**config.mk**
```make
export PLATFORM = sky130hd
export DESIGN_NAME = scg_top
export DESIGN_NICKNAME = d
export VERILOG_FILES = /design/src/verilog/scg_pkg.sv /design/src/verilog/scg_div_if.sv /design/src/verilog/scg_top.sv /design/src/verilog/scg_divider.sv
export VERILOG_INCLUDE_DIRS = /design/src /design/src/verilog
export SDC_FILE = /design/constraint.sdc
export NUM_CORES = 1
export LEC_CHECK = 0
export BUFFER_PORTS_ARGS = -buffer_cell sky130_fd_sc_hd__buf_4
export CAP_MARGIN = 30
export CORE_UTILIZATION = 35
export DETAILED_ROUTE_END_ITERATION = 12
export GPL_ROUTABILITY_DRIVEN = 0
export PLACE_DENSITY_LB_ADDON = 0.25
export SYNTH_ARGS = -nofsm -noshare
export SYNTH_HDL_FRONTEND = slang
export SYNTH_SLANG_ARGS = --single-unit
```
**constraint.sdc**
```tcl
create_clock -name sys_clk -period 3.7 [get_ports sys_clk]
set_input_delay 1.11 -clock sys_clk [delete_from_list [all_inputs] [get_ports sys_clk]]
set_output_delay 1.11 -clock sys_clk [all_outputs]
set_load 0.05 [all_outputs]
```
**src/verilog/scg_defs.svh**
```systemverilog
// Constants for the system clock generator and divider
// Behaviour
// - Reset loads both divider registers with 02H
// - Divider registers accept bit and byte writes
// - CPU clock from prescale and divide bits
// - Peripheral clock /2 at 01H, /4 at 02H
// - Shortest instruction takes two CPU clocks
// - Internal fast oscillator halts in stop mode
// - Crystal oscillator stops in stop mode
// - External clock gated off in stop mode
// - Clock source chosen by configuration byte
// - Fast internal source frees resonator pins
// - External source frees second resonator pin
// - Interval clock feeds watchdog and 8-bit timer
// - Slow oscillator stoppable only when configuration allows
// - Stop bit: 1 stops, resets 0, maybe ignored
// - Crystal wait after stop release only
// - Peripheral clock first, CPU clock from it
`ifndef SCG_DEFS_SVH
`define SCG_DEFS_SVH

// Register addresses
`define SCG_ADDR_PRESC     16'hfff3
`define SCG_ADDR_CPUDIV    16'hfffb
`define SCG_ADDR_SLOWM     16'hff58
`define SCG_ADDR_STAB      16'hfff4

// Reset values and writable masks
`define SCG_RST_PRESC      8'h02
`define SCG_RST_CPUDIV     8'h02
`define SCG_RST_SLOWM      8'h00
`define SCG_RST_STAB       8'h00
`define SCG_MASK_PRESC     8'h03
`define SCG_MASK_CPUDIV    8'h02
`define SCG_MASK_SLOWM     8'h01
`define SCG_MASK_STAB      8'h03

// Field positions
`define SCG_BIT_CPU_DIV    1
`define SCG_BIT_SLOW_STOP  0

// Configuration byte source codes
`define SCG_SRC_HS         2'h0
`define SCG_SRC_XTAL       2'h1
`define SCG_SRC_EXT        2'h2

// Timing
`define SCG_CLK_PERIOD_NS  8
`define SCG_SYS_KHZ        125000
`define SCG_SLOW_KHZ       240
`define SCG_SLOW_CNT       (`SCG_SYS_KHZ / `SCG_SLOW_KHZ)
`define SCG_WAIT0_NS       102400
`define SCG_WAIT1_NS       409600
`define SCG_WAIT2_NS       3270000
`define SCG_WAIT3_NS       13100000
`define SCG_NS2CYC(t)      (((t) + `SCG_CLK_PERIOD_NS - 1) / `SCG_CLK_PERIOD_NS)

`endif

```
**src/verilog/scg_pkg.sv**
```systemverilog
// Types for the system clock generator
package scg_pkg;
  typedef logic [1:0] scg_src_t;
  typedef enum logic [1:0] {ST_RUN, ST_STOP, ST_WAIT} scg_state_t;
endpackage

```
**src/verilog/scg_div_if.sv**
```systemverilog
// Carrier between clock controller and divider
`timescale 1ns/10ps
interface scg_div_if;
  logic [1:0] sel_p;
  logic       sel_c;
  logic       run;
  logic       periph_tick;
  logic       cpu_tick;
  modport ctrl (output sel_p, output sel_c, output run, input periph_tick, input cpu_tick);
  modport div  (input sel_p, input sel_c, input run, output periph_tick, output cpu_tick);
endinterface

```
**src/verilog/scg_top.sv**
```systemverilog
// Clock generator control: registers, stop sequencing, slow clock
`timescale 1ns/10ps
`include "scg_defs.svh"
module scg_top #(
  parameter int WAIT_CNT0 = `SCG_NS2CYC(`SCG_WAIT0_NS),
  parameter int WAIT_CNT1 = `SCG_NS2CYC(`SCG_WAIT1_NS),
  parameter int WAIT_CNT2 = `SCG_NS2CYC(`SCG_WAIT2_NS),
  parameter int WAIT_CNT3 = `SCG_NS2CYC(`SCG_WAIT3_NS)
) (
  // Clock and reset
  input  wire logic              sys_clk,
  input  wire logic              rst_n,
  // Configuration byte
  input  wire scg_pkg::scg_src_t opt_clk_src,
  input  wire logic              opt_slow_stop_ok,
  // Memory-manipulation access
  input  wire logic [15:0]       reg_addr,
  input  wire logic              reg_wr,
  input  wire logic [7:0]        reg_wdata,
  input  wire logic              reg_bit_wr,
  input  wire logic [2:0]        reg_bit_sel,
  input  wire logic              reg_bit_val,
  input  wire logic              reg_rd,
  output logic [7:0]             reg_rdata,
  // Stop mode
  input  wire logic              stop_req,
  input  wire logic              stop_release,
  // Derived clocks
  output logic                   cpu_clk_en,
  output logic                   periph_clk_en,
  output logic                   instr_slot,
  output logic                   interval_clk_en,
  // Oscillator controls
  output logic                   hs_osc_run,
  output logic                   xtal_osc_run,
  output logic                   ext_clk_gate,
  output logic                   slow_osc_run,
  output logic                   stab_wait_busy,
  // Pin release
  output logic                   resonator_pin_a_is_port,
  output logic                   resonator_pin_b_is_port,
  output logic                   external_clock_pin_is_port
);
  import scg_pkg::*;

  localparam logic [20:0] W0 = 21'(WAIT_CNT0 - 1);
  localparam logic [20:0] W1 = 21'(WAIT_CNT1 - 1);
  localparam logic [20:0] W2 = 21'(WAIT_CNT2 - 1);
  localparam logic [20:0] W3 = 21'(WAIT_CNT3 - 1);
  localparam logic [9:0]  SLOW_LAST = 10'(`SCG_SLOW_CNT - 1);

  function automatic logic [7:0] upd(input logic [7:0] cur, input logic [7:0] mask,
                                     input logic byte_we, input logic bit_we,
                                     input logic [7:0] wd, input logic [2:0] bsel,
                                     input logic bval);
    logic [7:0] v;
    v = cur;
    if (byte_we) begin
      v = wd;
    end else if (bit_we) begin
      v[bsel] = bval;
    end
    upd = v & mask;
  endfunction

  scg_div_if dif ();

  logic [7:0]  peripheral_prescale_control_ff;
  logic [7:0]  cpu_clock_divide_control_ff;
  logic [7:0]  slow_osc_mode_reg_ff;
  logic [7:0]  stabilization_wait_select_ff;
  logic [7:0]  reg_rdata_ff;
  scg_src_t    src_ff;
  logic        slow_ok_ff;
  logic        opt_taken_ff;
  scg_state_t  state_ff;
  scg_state_t  nxt_state;
  logic [20:0] wait_cnt_ff;
  logic [20:0] nxt_wait_cnt;
  logic [9:0]  slow_cnt_ff;
  logic        slot_par_ff;
  logic        instr_slot_ff;
  logic        interval_ff;
  logic        hs_run_ff;
  logic        xtal_run_ff;
  logic        ext_gate_ff;
  logic        slow_run_ff;
  logic        wait_busy_ff;
  logic        pin_a_ff;
  logic        pin_b_ff;
  logic        pin_ext_ff;

  ////////////////////////////////////////////////////////////////////
  // Register decode
  wire hit_presc  = (reg_addr == `SCG_ADDR_PRESC);
  wire hit_cpudiv = (reg_addr == `SCG_ADDR_CPUDIV);
  wire hit_slowm  = (reg_addr == `SCG_ADDR_SLOWM);
  wire hit_stab   = (reg_addr == `SCG_ADDR_STAB);
  wire [7:0] nxt_presc  = upd(peripheral_prescale_control_ff, `SCG_MASK_PRESC,
                              reg_wr && hit_presc, reg_bit_wr && hit_presc,
                              reg_wdata, reg_bit_sel, reg_bit_val);
  wire [7:0] nxt_cpudiv = upd(cpu_clock_divide_control_ff, `SCG_MASK_CPUDIV,
                              reg_wr && hit_cpudiv, reg_bit_wr && hit_cpudiv,
                              reg_wdata, reg_bit_sel, reg_bit_val);
  wire [7:0] nxt_slowm  = upd(slow_osc_mode_reg_ff, `SCG_MASK_SLOWM,
                              reg_wr && hit_slowm, reg_bit_wr && hit_slowm,
                              reg_wdata, reg_bit_sel, reg_bit_val);
  // Wait select takes byte writes only
  wire [7:0] nxt_stab   = upd(stabilization_wait_select_ff, `SCG_MASK_STAB,
                              reg_wr && hit_stab, 1'b0,
                              reg_wdata, reg_bit_sel, reg_bit_val);
  wire [7:0] nxt_rdata  = !reg_rd    ? 8'h00 :
                          hit_presc  ? peripheral_prescale_control_ff :
                          hit_cpudiv ? cpu_clock_divide_control_ff :
                          hit_slowm  ? slow_osc_mode_reg_ff :
                          hit_stab   ? stabilization_wait_select_ff : 8'h00;

  always_ff @(posedge sys_clk or negedge rst_n) begin
    if (!rst_n) begin
      peripheral_prescale_control_ff <= `SCG_RST_PRESC;
      cpu_clock_divide_control_ff    <= `SCG_RST_CPUDIV;
      slow_osc_mode_reg_ff           <= `SCG_RST_SLOWM;
      stabilization_wait_select_ff   <= `SCG_RST_STAB;
      reg_rdata_ff                   <= 8'h00;
    end else begin
      peripheral_prescale_control_ff <= nxt_presc;
      cpu_clock_divide_control_ff    <= nxt_cpudiv;
      slow_osc_mode_reg_ff           <= nxt_slowm;
      stabilization_wait_select_ff   <= nxt_stab;
      reg_rdata_ff                   <= nxt_rdata;
    end
  end

  ////////////////////////////////////////////////////////////////////
  // Configuration byte capture
  // source from configuration byte
  always_ff @(posedge sys_clk or negedge rst_n) begin
    if (!rst_n) begin
      src_ff       <= `SCG_SRC_HS;
      slow_ok_ff   <= 1'b0;
      opt_taken_ff <= 1'b0;
    end else if (!opt_taken_ff) begin
      src_ff       <= opt_clk_src;
      slow_ok_ff   <= opt_slow_stop_ok;
      opt_taken_ff <= 1'b1;
    end
  end

  ////////////////////////////////////////////////////////////////////
  // Stop sequencing
  wire       is_xtal = (src_ff == `SCG_SRC_XTAL);
  wire [1:0] wsel    = stabilization_wait_select_ff[1:0];
  wire [20:0] wait_load = (wsel == 2'h0) ? W0 : (wsel == 2'h1) ? W1 :
                          (wsel == 2'h2) ? W2 : W3;

  always_comb begin
    nxt_state    = state_ff;
    nxt_wait_cnt = wait_cnt_ff;
    case (state_ff)
      ST_RUN: begin
        if (stop_req && opt_taken_ff) begin
          nxt_state = ST_STOP;
        end
      end
      ST_STOP: begin
        if (stop_release && is_xtal) begin
          nxt_state    = ST_WAIT;
          nxt_wait_cnt = wait_load;
        end else if (stop_release) begin
          nxt_state = ST_RUN;
        end
      end
      ST_WAIT: begin
        if (wait_cnt_ff == 21'h0) begin
          nxt_state = ST_RUN;
        end else begin
          nxt_wait_cnt = wait_cnt_ff - 21'h1;
        end
      end
      default: begin
        nxt_state = ST_RUN;
      end
    endcase
  end

  always_ff @(posedge sys_clk or negedge rst_n) begin
    if (!rst_n) begin
      state_ff    <= ST_RUN;
      wait_cnt_ff <= 21'h0;
    end else begin
      state_ff    <= nxt_state;
      wait_cnt_ff <= nxt_wait_cnt;
    end
  end

  ////////////////////////////////////////////////////////////////////
  // Divider hookup
  // select from both registers
  assign dif.sel_p = peripheral_prescale_control_ff[1:0];
  assign dif.sel_c = cpu_clock_divide_control_ff[`SCG_BIT_CPU_DIV];
  assign dif.run   = (state_ff == ST_RUN) && opt_taken_ff;

  scg_divider u_div (
    .sys_clk (sys_clk),
    .rst_n   (rst_n),
    .dif     (dif)
  );

  ////////////////////////////////////////////////////////////////////
  // Slow oscillator and instruction slot
  // stop bit honoured when allowed
  wire slow_stop = slow_ok_ff && slow_osc_mode_reg_ff[`SCG_BIT_SLOW_STOP];
  wire slow_wrap = (slow_cnt_ff == SLOW_LAST);

  always_ff @(posedge sys_clk or negedge rst_n) begin
    if (!rst_n) begin
      slow_cnt_ff   <= 10'h000;
      interval_ff   <= 1'b0;
      slot_par_ff   <= 1'b0;
      instr_slot_ff <= 1'b0;
    end else begin
      slow_cnt_ff   <= (slow_stop || slow_wrap) ? 10'h000 : slow_cnt_ff + 10'h001;
      interval_ff   <= !slow_stop && slow_wrap;
      slot_par_ff   <= dif.run ? (slot_par_ff ^ dif.cpu_tick) : 1'b0;
      instr_slot_ff <= dif.run && dif.cpu_tick && slot_par_ff;
    end
  end

  ////////////////////////////////////////////////////////////////////
  // Oscillator and pin controls
  always_ff @(posedge sys_clk or negedge rst_n) begin
    if (!rst_n) begin
      hs_run_ff    <= 1'b1;
      xtal_run_ff  <= 1'b0;
      ext_gate_ff  <= 1'b0;
      slow_run_ff  <= 1'b1;
      wait_busy_ff <= 1'b0;
      pin_a_ff     <= 1'b0;
      pin_b_ff     <= 1'b0;
      pin_ext_ff   <= 1'b0;
    end else begin
      hs_run_ff    <= (src_ff == `SCG_SRC_HS) && (nxt_state == ST_RUN);
      xtal_run_ff  <= is_xtal && (nxt_state != ST_STOP);
      ext_gate_ff  <= (src_ff == `SCG_SRC_EXT) && (nxt_state == ST_RUN);
      slow_run_ff  <= !slow_stop;
      wait_busy_ff <= (nxt_state == ST_WAIT);
      pin_a_ff     <= opt_taken_ff && (src_ff == `SCG_SRC_HS);
      pin_b_ff     <= opt_taken_ff && !is_xtal;
      pin_ext_ff   <= opt_taken_ff && (src_ff == `SCG_SRC_HS);
    end
  end

  assign reg_rdata                  = reg_rdata_ff;
  assign cpu_clk_en                 = dif.cpu_tick;
  assign periph_clk_en              = dif.periph_tick;
  assign instr_slot                 = instr_slot_ff;
  assign interval_clk_en            = interval_ff;
  assign hs_osc_run                 = hs_run_ff;
  assign xtal_osc_run               = xtal_run_ff;
  assign ext_clk_gate               = ext_gate_ff;
  assign slow_osc_run               = slow_run_ff;
  assign stab_wait_busy             = wait_busy_ff;
  assign resonator_pin_a_is_port    = pin_a_ff;
  assign resonator_pin_b_is_port    = pin_b_ff;
  assign external_clock_pin_is_port = pin_ext_ff;

  ////////////////////////////////////////////////////////////////////
  // Checks
  property p_reset_val;
    @(posedge sys_clk) disable iff (!rst_n)
    !opt_taken_ff |-> peripheral_prescale_control_ff == `SCG_RST_PRESC
                   && cpu_clock_divide_control_ff == `SCG_RST_CPUDIV;
  endproperty
  a_reset_val: assert property (p_reset_val) else $error("Divider reset value wrong");

  property p_bit_write;
    @(posedge sys_clk) disable iff (!rst_n)
    (reg_bit_wr && !reg_wr && hit_presc && reg_bit_sel == 3'h0)
      |=> peripheral_prescale_control_ff[0] == $past(reg_bit_val)
       && peripheral_prescale_control_ff[1] == $past(peripheral_prescale_control_ff[1]);
  endproperty
  a_bit_write: assert property (p_bit_write) else $error("Bit write wrong");

  property p_stop_halt;
    @(posedge sys_clk) disable iff (!rst_n)
    (state_ff == ST_RUN && stop_req && opt_taken_ff)
      |=> !hs_osc_run && !xtal_osc_run && !ext_clk_gate ##1 !cpu_clk_en;
  endproperty
  a_stop_halt: assert property (p_stop_halt) else $error("Clock runs in stop");

  property p_xtal_wait;
    @(posedge sys_clk) disable iff (!rst_n)
    (state_ff == ST_STOP && stop_release && is_xtal && wsel == 2'h0)
      |=> (stab_wait_busy && xtal_osc_run && !dif.run) [*8];
  endproperty
  a_xtal_wait: assert property (p_xtal_wait) else $error("Crystal wait too short");

  property p_no_wait;
    @(posedge sys_clk) disable iff (!rst_n)
    (state_ff == ST_STOP && stop_release && !is_xtal) |=> state_ff == ST_RUN ##0 !stab_wait_busy;
  endproperty
  a_no_wait: assert property (p_no_wait) else $error("Wait without crystal");

  property p_slow_locked;
    @(posedge sys_clk) disable iff (!rst_n)
    (opt_taken_ff && !slow_ok_ff) |=> slow_osc_run;
  endproperty
  a_slow_locked: assert property (p_slow_locked) else $error("Slow osc stopped");

  property p_slow_stop;
    @(posedge sys_clk) disable iff (!rst_n)
    (slow_ok_ff && slow_osc_mode_reg_ff[0]) |=> !slow_osc_run ##0 !interval_clk_en;
  endproperty
  a_slow_stop: assert property (p_slow_stop) else $error("Stop bit ignored");

  property p_pins;
    @(posedge sys_clk) disable iff (!rst_n)
    opt_taken_ff |=> resonator_pin_b_is_port == (src_ff != `SCG_SRC_XTAL)
                  && resonator_pin_a_is_port == (src_ff == `SCG_SRC_HS);
  endproperty
  a_pins: assert property (p_pins) else $error("Pin release wrong");

  property p_slot;
    @(posedge sys_clk) disable iff (!rst_n)
    instr_slot |-> $past(cpu_clk_en);
  endproperty
  a_slot: assert property (p_slot) else $error("Instruction slot off tick");

  c_stop_xtal: cover property (@(posedge sys_clk) disable iff (!rst_n)
    state_ff == ST_WAIT && wait_cnt_ff == 21'h0);
  c_slow_stop: cover property (@(posedge sys_clk) disable iff (!rst_n) !slow_osc_run);
  c_slot: cover property (@(posedge sys_clk) disable iff (!rst_n) instr_slot);
endmodule

```
**src/verilog/scg_divider.sv**
```systemverilog
// Prescaler: peripheral tick, then CPU tick from it
`timescale 1ns/10ps
`include "scg_defs.svh"
module scg_divider (
  // Clock and reset
  input wire logic sys_clk,
  input wire logic rst_n,
  // Controller side
  scg_div_if.div   dif
);
  import scg_pkg::*;

  function automatic logic [1:0] p_last(input logic [1:0] sel);
    p_last = (sel == 2'h2) ? 2'h3 : sel;
  endfunction

  logic [1:0] act_p_ff;
  logic       act_c_ff;
  logic [1:0] p_cnt_ff;
  logic [1:0] c_cnt_ff;
  logic       periph_tick_ff;
  logic       cpu_tick_ff;
  logic [4:0] gap_ff;
  logic [4:0] exp_ff;

  wire [1:0] p_lim = p_last(act_p_ff);
  wire [1:0] c_lim = act_c_ff ? 2'h3 : 2'h0;
  wire       p_hit = dif.run && (p_cnt_ff == p_lim);
  wire       c_hit = p_hit && (c_cnt_ff == c_lim);
  wire       reload = c_hit || !dif.run;
  wire [1:0] nxt_p_cnt = reload ? 2'h0 : (p_hit ? 2'h0 : p_cnt_ff + 2'h1);
  wire [1:0] nxt_c_cnt = reload ? 2'h0 : (p_hit ? c_cnt_ff + 2'h1 : c_cnt_ff);
  wire [4:0] nxt_exp = ({3'h0, p_last(dif.sel_p)} + 5'h01) * (dif.sel_c ? 5'h04 : 5'h01);

  always_ff @(posedge sys_clk or negedge rst_n) begin
    if (!rst_n) begin
      act_p_ff <= 2'h2;
      act_c_ff <= 1'b0;
      p_cnt_ff <= 2'h0;
      c_cnt_ff <= 2'h0;
    end else begin
      p_cnt_ff <= nxt_p_cnt;
      c_cnt_ff <= nxt_c_cnt;
      if (reload) begin
        act_p_ff <= dif.sel_p;
        act_c_ff <= dif.sel_c;
      end
    end
  end

  always_ff @(posedge sys_clk or negedge rst_n) begin
    if (!rst_n) begin
      periph_tick_ff <= 1'b0;
      cpu_tick_ff    <= 1'b0;
    end else begin
      periph_tick_ff <= p_hit;
      cpu_tick_ff    <= c_hit;
    end
  end

  assign dif.periph_tick = periph_tick_ff;
  assign dif.cpu_tick    = cpu_tick_ff;

  ////////////////////////////////////////////////////////////////////
  // Checks
  always_ff @(posedge sys_clk or negedge rst_n) begin
    if (!rst_n) begin
      gap_ff <= 5'h00;
      exp_ff <= 5'h04;
    end else begin
      gap_ff <= reload ? 5'h00 : gap_ff + 5'h01;
      if (reload) begin
        exp_ff <= nxt_exp;
      end
    end
  end

  property p_cpu_period;
    @(posedge sys_clk) disable iff (!rst_n)
    c_hit |-> (gap_ff + 5'h01 == exp_ff);
  endproperty
  a_cpu_period: assert property (p_cpu_period) else $error("CPU tick period wrong");

  property p_periph_div4;
    @(posedge sys_clk) disable iff (!rst_n || !dif.run)
    (p_hit && !c_hit && act_p_ff == 2'h2) |=> !p_hit [*3] ##1 p_hit;
  endproperty
  a_periph_div4: assert property (p_periph_div4) else $error("Peripheral not fx/4");

  property p_periph_div2;
    @(posedge sys_clk) disable iff (!rst_n || !dif.run)
    (p_hit && !c_hit && act_p_ff == 2'h1) |=> !p_hit ##1 p_hit;
  endproperty
  a_periph_div2: assert property (p_periph_div2) else $error("Peripheral not fx/2");

  property p_cpu_on_periph;
    @(posedge sys_clk) disable iff (!rst_n)
    cpu_tick_ff |-> periph_tick_ff;
  endproperty
  a_cpu_on_periph: assert property (p_cpu_on_periph) else $error("CPU tick off grid");

  property p_sel_stable;
    @(posedge sys_clk) disable iff (!rst_n)
    (dif.run && !c_hit && $past(dif.run)) |=> $stable(act_p_ff) && $stable(act_c_ff);
  endproperty
  a_sel_stable: assert property (p_sel_stable) else $error("Divider changed mid period");

  c_div16: cover property (@(posedge sys_clk) disable iff (!rst_n)
    c_hit && exp_ff == 5'h10);
  c_div1: cover property (@(posedge sys_clk) disable iff (!rst_n)
    c_hit && exp_ff == 5'h01);
endmodule

```
======== Word-level counts from Yosys, hierarchy flattened ========
Index checks and enable logic that the tools add are counted.
storage, ports and cells
  flip-flop bits (word level) ............. 64
  bits of input ports ..................... 38
  output and inout bits ................... 20
  logic and storage cells ................. 125
operators by class
  add/sub/neg operators ................... 4
  $lt $le $gt $ge ......................... 2
  eq/ne operators ......................... 18
  multiplexer cells ....................... 35
  bitwise gates (word level) .............. 1
  reduce and logical (&&, ||, !) cells .... 38
operator list
  kind                                                                                 count
  21-bit 2-to-1 mux                                                                    5
  16-bit equality test, second input constant                                          4
  21-bit one-hot mux with 2 select lines                                               1
  2-bit 2-to-1 mux                                                                     19
  8-bit bitwise mux                                                                    3
  1-bit logical AND                                                                    22
  21-bit logical NOT                                                                   1
  21-bit by 1-bit subtractor with 21-bit output, second input constant                 1
  10-bit by 1-bit adder with 10-bit output, second input constant                      1
  10-bit equality test, second input constant                                          1
  2-bit equality test, second input constant                                           5
  10-bit 2-to-1 mux                                                                    1
  2-bit nonzero test                                                                   5
  2-bit logical NOT                                                                    4
  2-bit by 1-bit equality test with 1-bit output, second input constant                3
  2-bit one-hot mux with 3 select lines                                                1
  2-bit by 1-bit adder with 2-bit output, second input constant                        2
  2-bit equality test                                                                  2
  3-bit by 4-bit less-than comparator with 1-bit output, second input constant         1
  1-bit 2-to-1 mux                                                                     4
  2-bit != test, second input constant                                                 2
  1-bit demux with 3-bit select                                                        1
  3-bit by 1-bit greater-or-equal comparator with 1-bit output, second input constant  1
  1-bit logical NOT                                                                    3
  4 further kinds                                                                      5

======== Longest topological paths before layout ========
  word-level depth ........................ 7
  gate-level depth with buffers ........... 9
  depth with buffers taken out ............ 7

======== Hierarchy ========
A second synthesis with hierarchy kept.
second synthesis, totals
  cell total of the unflattened synthesis .. 364
  area total of the unflattened synthesis .. 3658.5 um^2
modules (own cells, without submodules)
  module       times used  cells each  area an instance (um^2)  seq. area each (um^2)
  scg_top      1           332         3246.9                   1381.3
  scg_divider  1           32          411.6                    226.5

======== Least setup slack after synthesis ========
OpenSTA, ideal clock, no wires.
  kind .................................... input to register
  start point ............................. input port reg_addr[3]
  end point ............................... register slow_osc_mode_reg_ff[0]
  setup time .............................. 0.125 ns
  arrival time ............................ 2.146 ns
  data required time ...................... 3.575 ns
  setup slack ............................. 1.430 ns
  stages on the path ...................... 5
  path buffers ............................ 1
  path through ............................ clkbuf_1 -> nor4b_1 -> nand2_1 -> nor2_1 -> mux2_2
on the way
  word-level cells in the longest chain between the ends .. 3
  elaborated cells between the ends (all ways) .. 5
  classes of those cells .................. eq/ne (1); mux (1); reduce/logical (3)
RTL lines
  what                                                           line            RTL
  start: declaration                                             scg_top.sv:17   input wire logic [15:0] reg_addr,
  16-bit equality test (no line) (*)                             n/a
  1-bit logical AND                                              scg_top.sv:106  reg_wr && hit_slowm, reg_bit_wr && hit_slowm,
  1-bit 2-to-1 mux / 2-bit nonzero test (equally long branches)  n/a
  end signal: assignment                                         scg_top.sv:122  slow_osc_mode_reg_ff <= `SCG_RST_SLOWM;
  end signal: assignment                                         scg_top.sv:128  slow_osc_mode_reg_ff <= nxt_slowm;
  end: declaration                                               scg_top.sv:70   logic [7:0] slow_osc_mode_reg_ff;
Every way passes the cells marked *; elsewhere a longest branch is shown, timed or not.
A chain may end at the register's enable or synchronous reset.

======== Worst setup path in the final report ========
  start point ............................. register wait_cnt_ff[0]
  end point ............................... register wait_cnt_ff[4]
on the way
  word-level cells in the longest chain between the ends .. 3
  elaborated cells between the ends (all ways) .. 6
  classes of those cells .................. add/sub (1); eq/ne (1); mux (2); reduce/logical (2)
RTL lines
  what                                                                                        line                            RTL
  start: declaration                                                                          scg_top.sv:78                   logic [20:0] wait_cnt_ff;
  start signal: assignment                                                                    scg_top.sv:192                  wait_cnt_ff <= nxt_wait_cnt;
  21-bit by 1-bit subtractor with 21-bit output / 21-bit logical NOT (equally long branches)  scg_top.sv:177, scg_top.sv:174
  21-bit 2-to-1 mux / 2-bit != test (equally long branches)                                   n/a
  21-bit one-hot mux with 2 select lines / 3-bit AND reduction (equally long branches)        n/a
Parallel ways exist; a longest one is shown, timed or not. The select of a mux whose other input is x is not followed.

==> results.toml <==
[cells_and_area]
fin_nets = 455
mostFrequentLayoutCell = "dfrtp_1"
diodes = 0
drive_above_1_share_pct = 21.2
syn_to_final_growth_pct = 17.9
final_cell_mix = "dfrtp_1 (59), buf_4 (48), nand2_1 (32), nor2_1 (32)"

[synth]
ys_ff_latch = 64
synthCells = 365
synth_top_area_share_pct = 43.0
ys.flop_type = "dfrtp_1"
synth_cell_type_count = 56
syn_area_per_cell_sq_um = 9.40
ys_seq_area_share_pct = 46.9
netlist_top_cells_area = "dfrtp_1 (43%), a21oi_1 (3.9%), o21ai_0 (3.9%)"
synth_top_area_cell = "dfrtp_1"
synthArstFlopShare_pct = 100
yosys_warnings = 0
synth_area_sq_mm = 0.00343
synth-edff-count = 0

[worst_setup_path]
arrival_ns = 2.79
crit_slowest_cell = "o21ai_2"
cpPeakStageDelay_ns = 0.66
cp-end-kind = "register"
critPathRequiredTime_ns = 3.94
critPathMaxFanout = 18
startpoint_type = "register"
cp_cell_sequence = "inv_1 > ha_1 > nor4b_4 > nand4_1 > o21ai_2 > o21ai_0 > o31ai_1"
critPathKind = "register to register"

[placement]
port-buffer-count = 45
dp_slack_ns = 1.16
dp_hpwl_mm = 5.35

[floorplan]
core_sq_mm = 0.00937
die_h_um = 101
start_util_pct = 36.6
num_rows = 35
die_area_sq_mm = 0.0102
ios = 58
fp.dieW_um = 101

[clock_network]
clk_pin_slew_worst_paths_ns = 0.07
clock_sinks = 64
cts_buffers = 9
ctsRootBufferMaster = "clkbuf_8"
h-tree-depth = 3
cts_resized = 0
clk_path_buf_depth = 2
clkLatencyLatePin_ns = 0.34
cts_tree = "done"
hold_buffers = 0
postCtsSetupBuffers = 0

[route]
ant_nets = 0
avgRoutedWirePerCell_um = 14.0
totalWireLength_mm = 7.62
drc = 0
route.vias.total = 2843
via_per_inst = 5.22
drt_first_iter_violations = 169
drtPass1Iterations = 4

[hold_path]
hp-class = "register to register"

[timing]
post-route-period-util_pct = 68.8
worst_slack_ns = 1.16
finalSetupTns_ns = 0
final_max_slew_viol_count = 0
maxSlewHeadroom_pct = 45.4
tightest_slew_ns = 0.819
setup_violations = 0
hold_viol_final = 0
period_needed_ns = 2.54
skew_ns = 0.00705
grt_setup_unrepaired = "no"
fmax_mhz = 393

[global_routing]
grt_max_degree = 65
grt_usage_pct = 16.2
first_global_vias = 2698
grt_overflow = 0
grt_first_pass_wirelength_mm = 13.0
grt_antenna_before_repair = 0

[power_and_ir_drop]
p_per_area_mw_per_mm2 = 602
p_leak_nw = 1.74
peakVddDrop_uv = 422

[flow_run]
maxCapViolCount = 0

[run_status]
status = "completed"
[power breakdown]
| part | switching (W) | internal (W) | leakage (nW) | total (W) |
|---|---|---|---|---|
| combinational | 0.000568 | 0.000333 | 0.837 | 0.000902 |
| clock | 0.000278 | 0.000310 | 0.0952 | 0.000589 |
| sequential | 0.000117 | 0.000827 | 0.803 | 0.000944 |
[final timing paths]
| kind | from | to | slack (ns) | cells after the start |
|---|---|---|---|---|
| min in group asynchronous | rst_n | state_ff[0] | 0.86 | 1 |
| setup reg to reg | wait_cnt_ff[0] | wait_cnt_ff[4] | 1.16 | 7 |
| hold / removal | src_ff[1] | hs_osc_run | 0.49 | 1 |
| hold reg to reg | src_ff[1] | hs_osc_run | 0.49 | 1 |
| max in group asynchronous | rst_n | wait_cnt_ff[20] | 2.30 | 1 |
| setup / recovery | wait_cnt_ff[0] | wait_cnt_ff[4] | 1.16 | 7 |
[layer usage]
metal  part of all wire, %  GRT usage, %  wire length [um]  vias to the layer above
li1                      -             -                 -                     1403
met1                    47          21.8              3570                     1372
met2                    48          25.8              3630                       62
met3                   4.5          4.16               339                        6
met4                  0.97          4.91                74                        0
met5                     0             0                 0                        -
[per-stage QoR]
stage,cells,power [W],hold WS [ns],utilization [%],instance area [sq um]
floorplan,370,0.00163,0.435,-,3450
global route,545,0.00261,0.524,43.2,4050
CTS,545,0.00246,0.484,43.2,4050
global placement,529,0.00184,0.472,41.1,3850
detailed placement,529,0.00185,0.480,41.1,3850
finish,545,0.00243,0.486,43.2,4050
[critical path: cells and delay by family, from the launching register on]
kind / cells / cell delay [ns]
simple gates: 2 / 0.76
compound gates: 3 / 0.95
buf+inv: 1 / 0.10
fa+ha+maj: 1 / 0.22
flops: 1 / 0.42
[state kept, by name, indices dropped and copies added, names as in the netlist, 2 cells and up]
name / cells
u_div.act_p_ff: 2
u_div.c_cnt_ff: 2
wait_cnt_ff: 21
peripheral_prescale_control_ff: 2
reg_rdata: 2
state_ff: 2
slow_cnt_ff: 10
u_div.p_cnt_ff: 2
stabilization_wait_select_ff: 2
src_ff: 2
[cell families (layout without fill, tap and decap cells)]
| group | after synthesis | count (layout) | synth area share, % |
|---|---|---|---|
| AOI/OAI and AO/OA | 95 | 95 | 17.4 |
| and+or+nand+nor | 141 | 141 | 21.5 |
| buffers and inverters | 34 | 80 | 5.29 |
| adders and majority gates | 6 | 6 | 2.19 |
| xor gates and xnor gates | 12 | 12 | 3.06 |
| DFF | 64 | 64 | 46.9 |
| other | 2 | 7 | 0.219 |
| muxes | 11 | 11 | 3.50 |
[cells in the mapped netlist, types with 3 or more instances]
| cell type | n |
|---|---|
| mux2i_1 | 3 |
| dfstp_2 | 5 |
| o21ai_0 | 27 |
| nand3_1 | 16 |
| o22ai_1 | 5 |
| nand2_1 | 32 |
| nor4_1 | 4 |
| xor2_1 | 7 |
| inv_1 | 16 |
| a21oi_1 | 27 |
| a31oi_1 | 5 |
| ha_1 | 6 |
| o21a_1 | 5 |
| o22a_1 | 3 |
| buf_4 | 9 |
| o31ai_1 | 3 |
| o31a_2 | 3 |
| nor2b_1 | 3 |
| nor4b_1 | 3 |
| or3_1 | 3 |
| dfrtp_1 | 59 |
| nand4_1 | 8 |
| xnor2_1 | 5 |
| mux2_2 | 8 |
| a22oi_1 | 3 |
| nor2_1 | 32 |
| and2_1 | 5 |
| nor3b_1 | 3 |
| nor3_1 | 15 |
| and3_1 | 4 |
| clkbuf_1 | 7 |
[layout make-up]
| class | count | area [sq um] |
|---|---|---|
| well taps | 129 | 161 |
| clock inverters | 7 | 72.6 |
| inverters | 16 | 60.1 |
| fillers | 935 | 5330 |
| repair buffers | 48 | 360 |
| flip-flops and latches | 64 | 1610 |
| multi-input cells | 272 | 1660 |
| clock buffers | 9 | 124 |
Power figures use the tool's default switching activity.
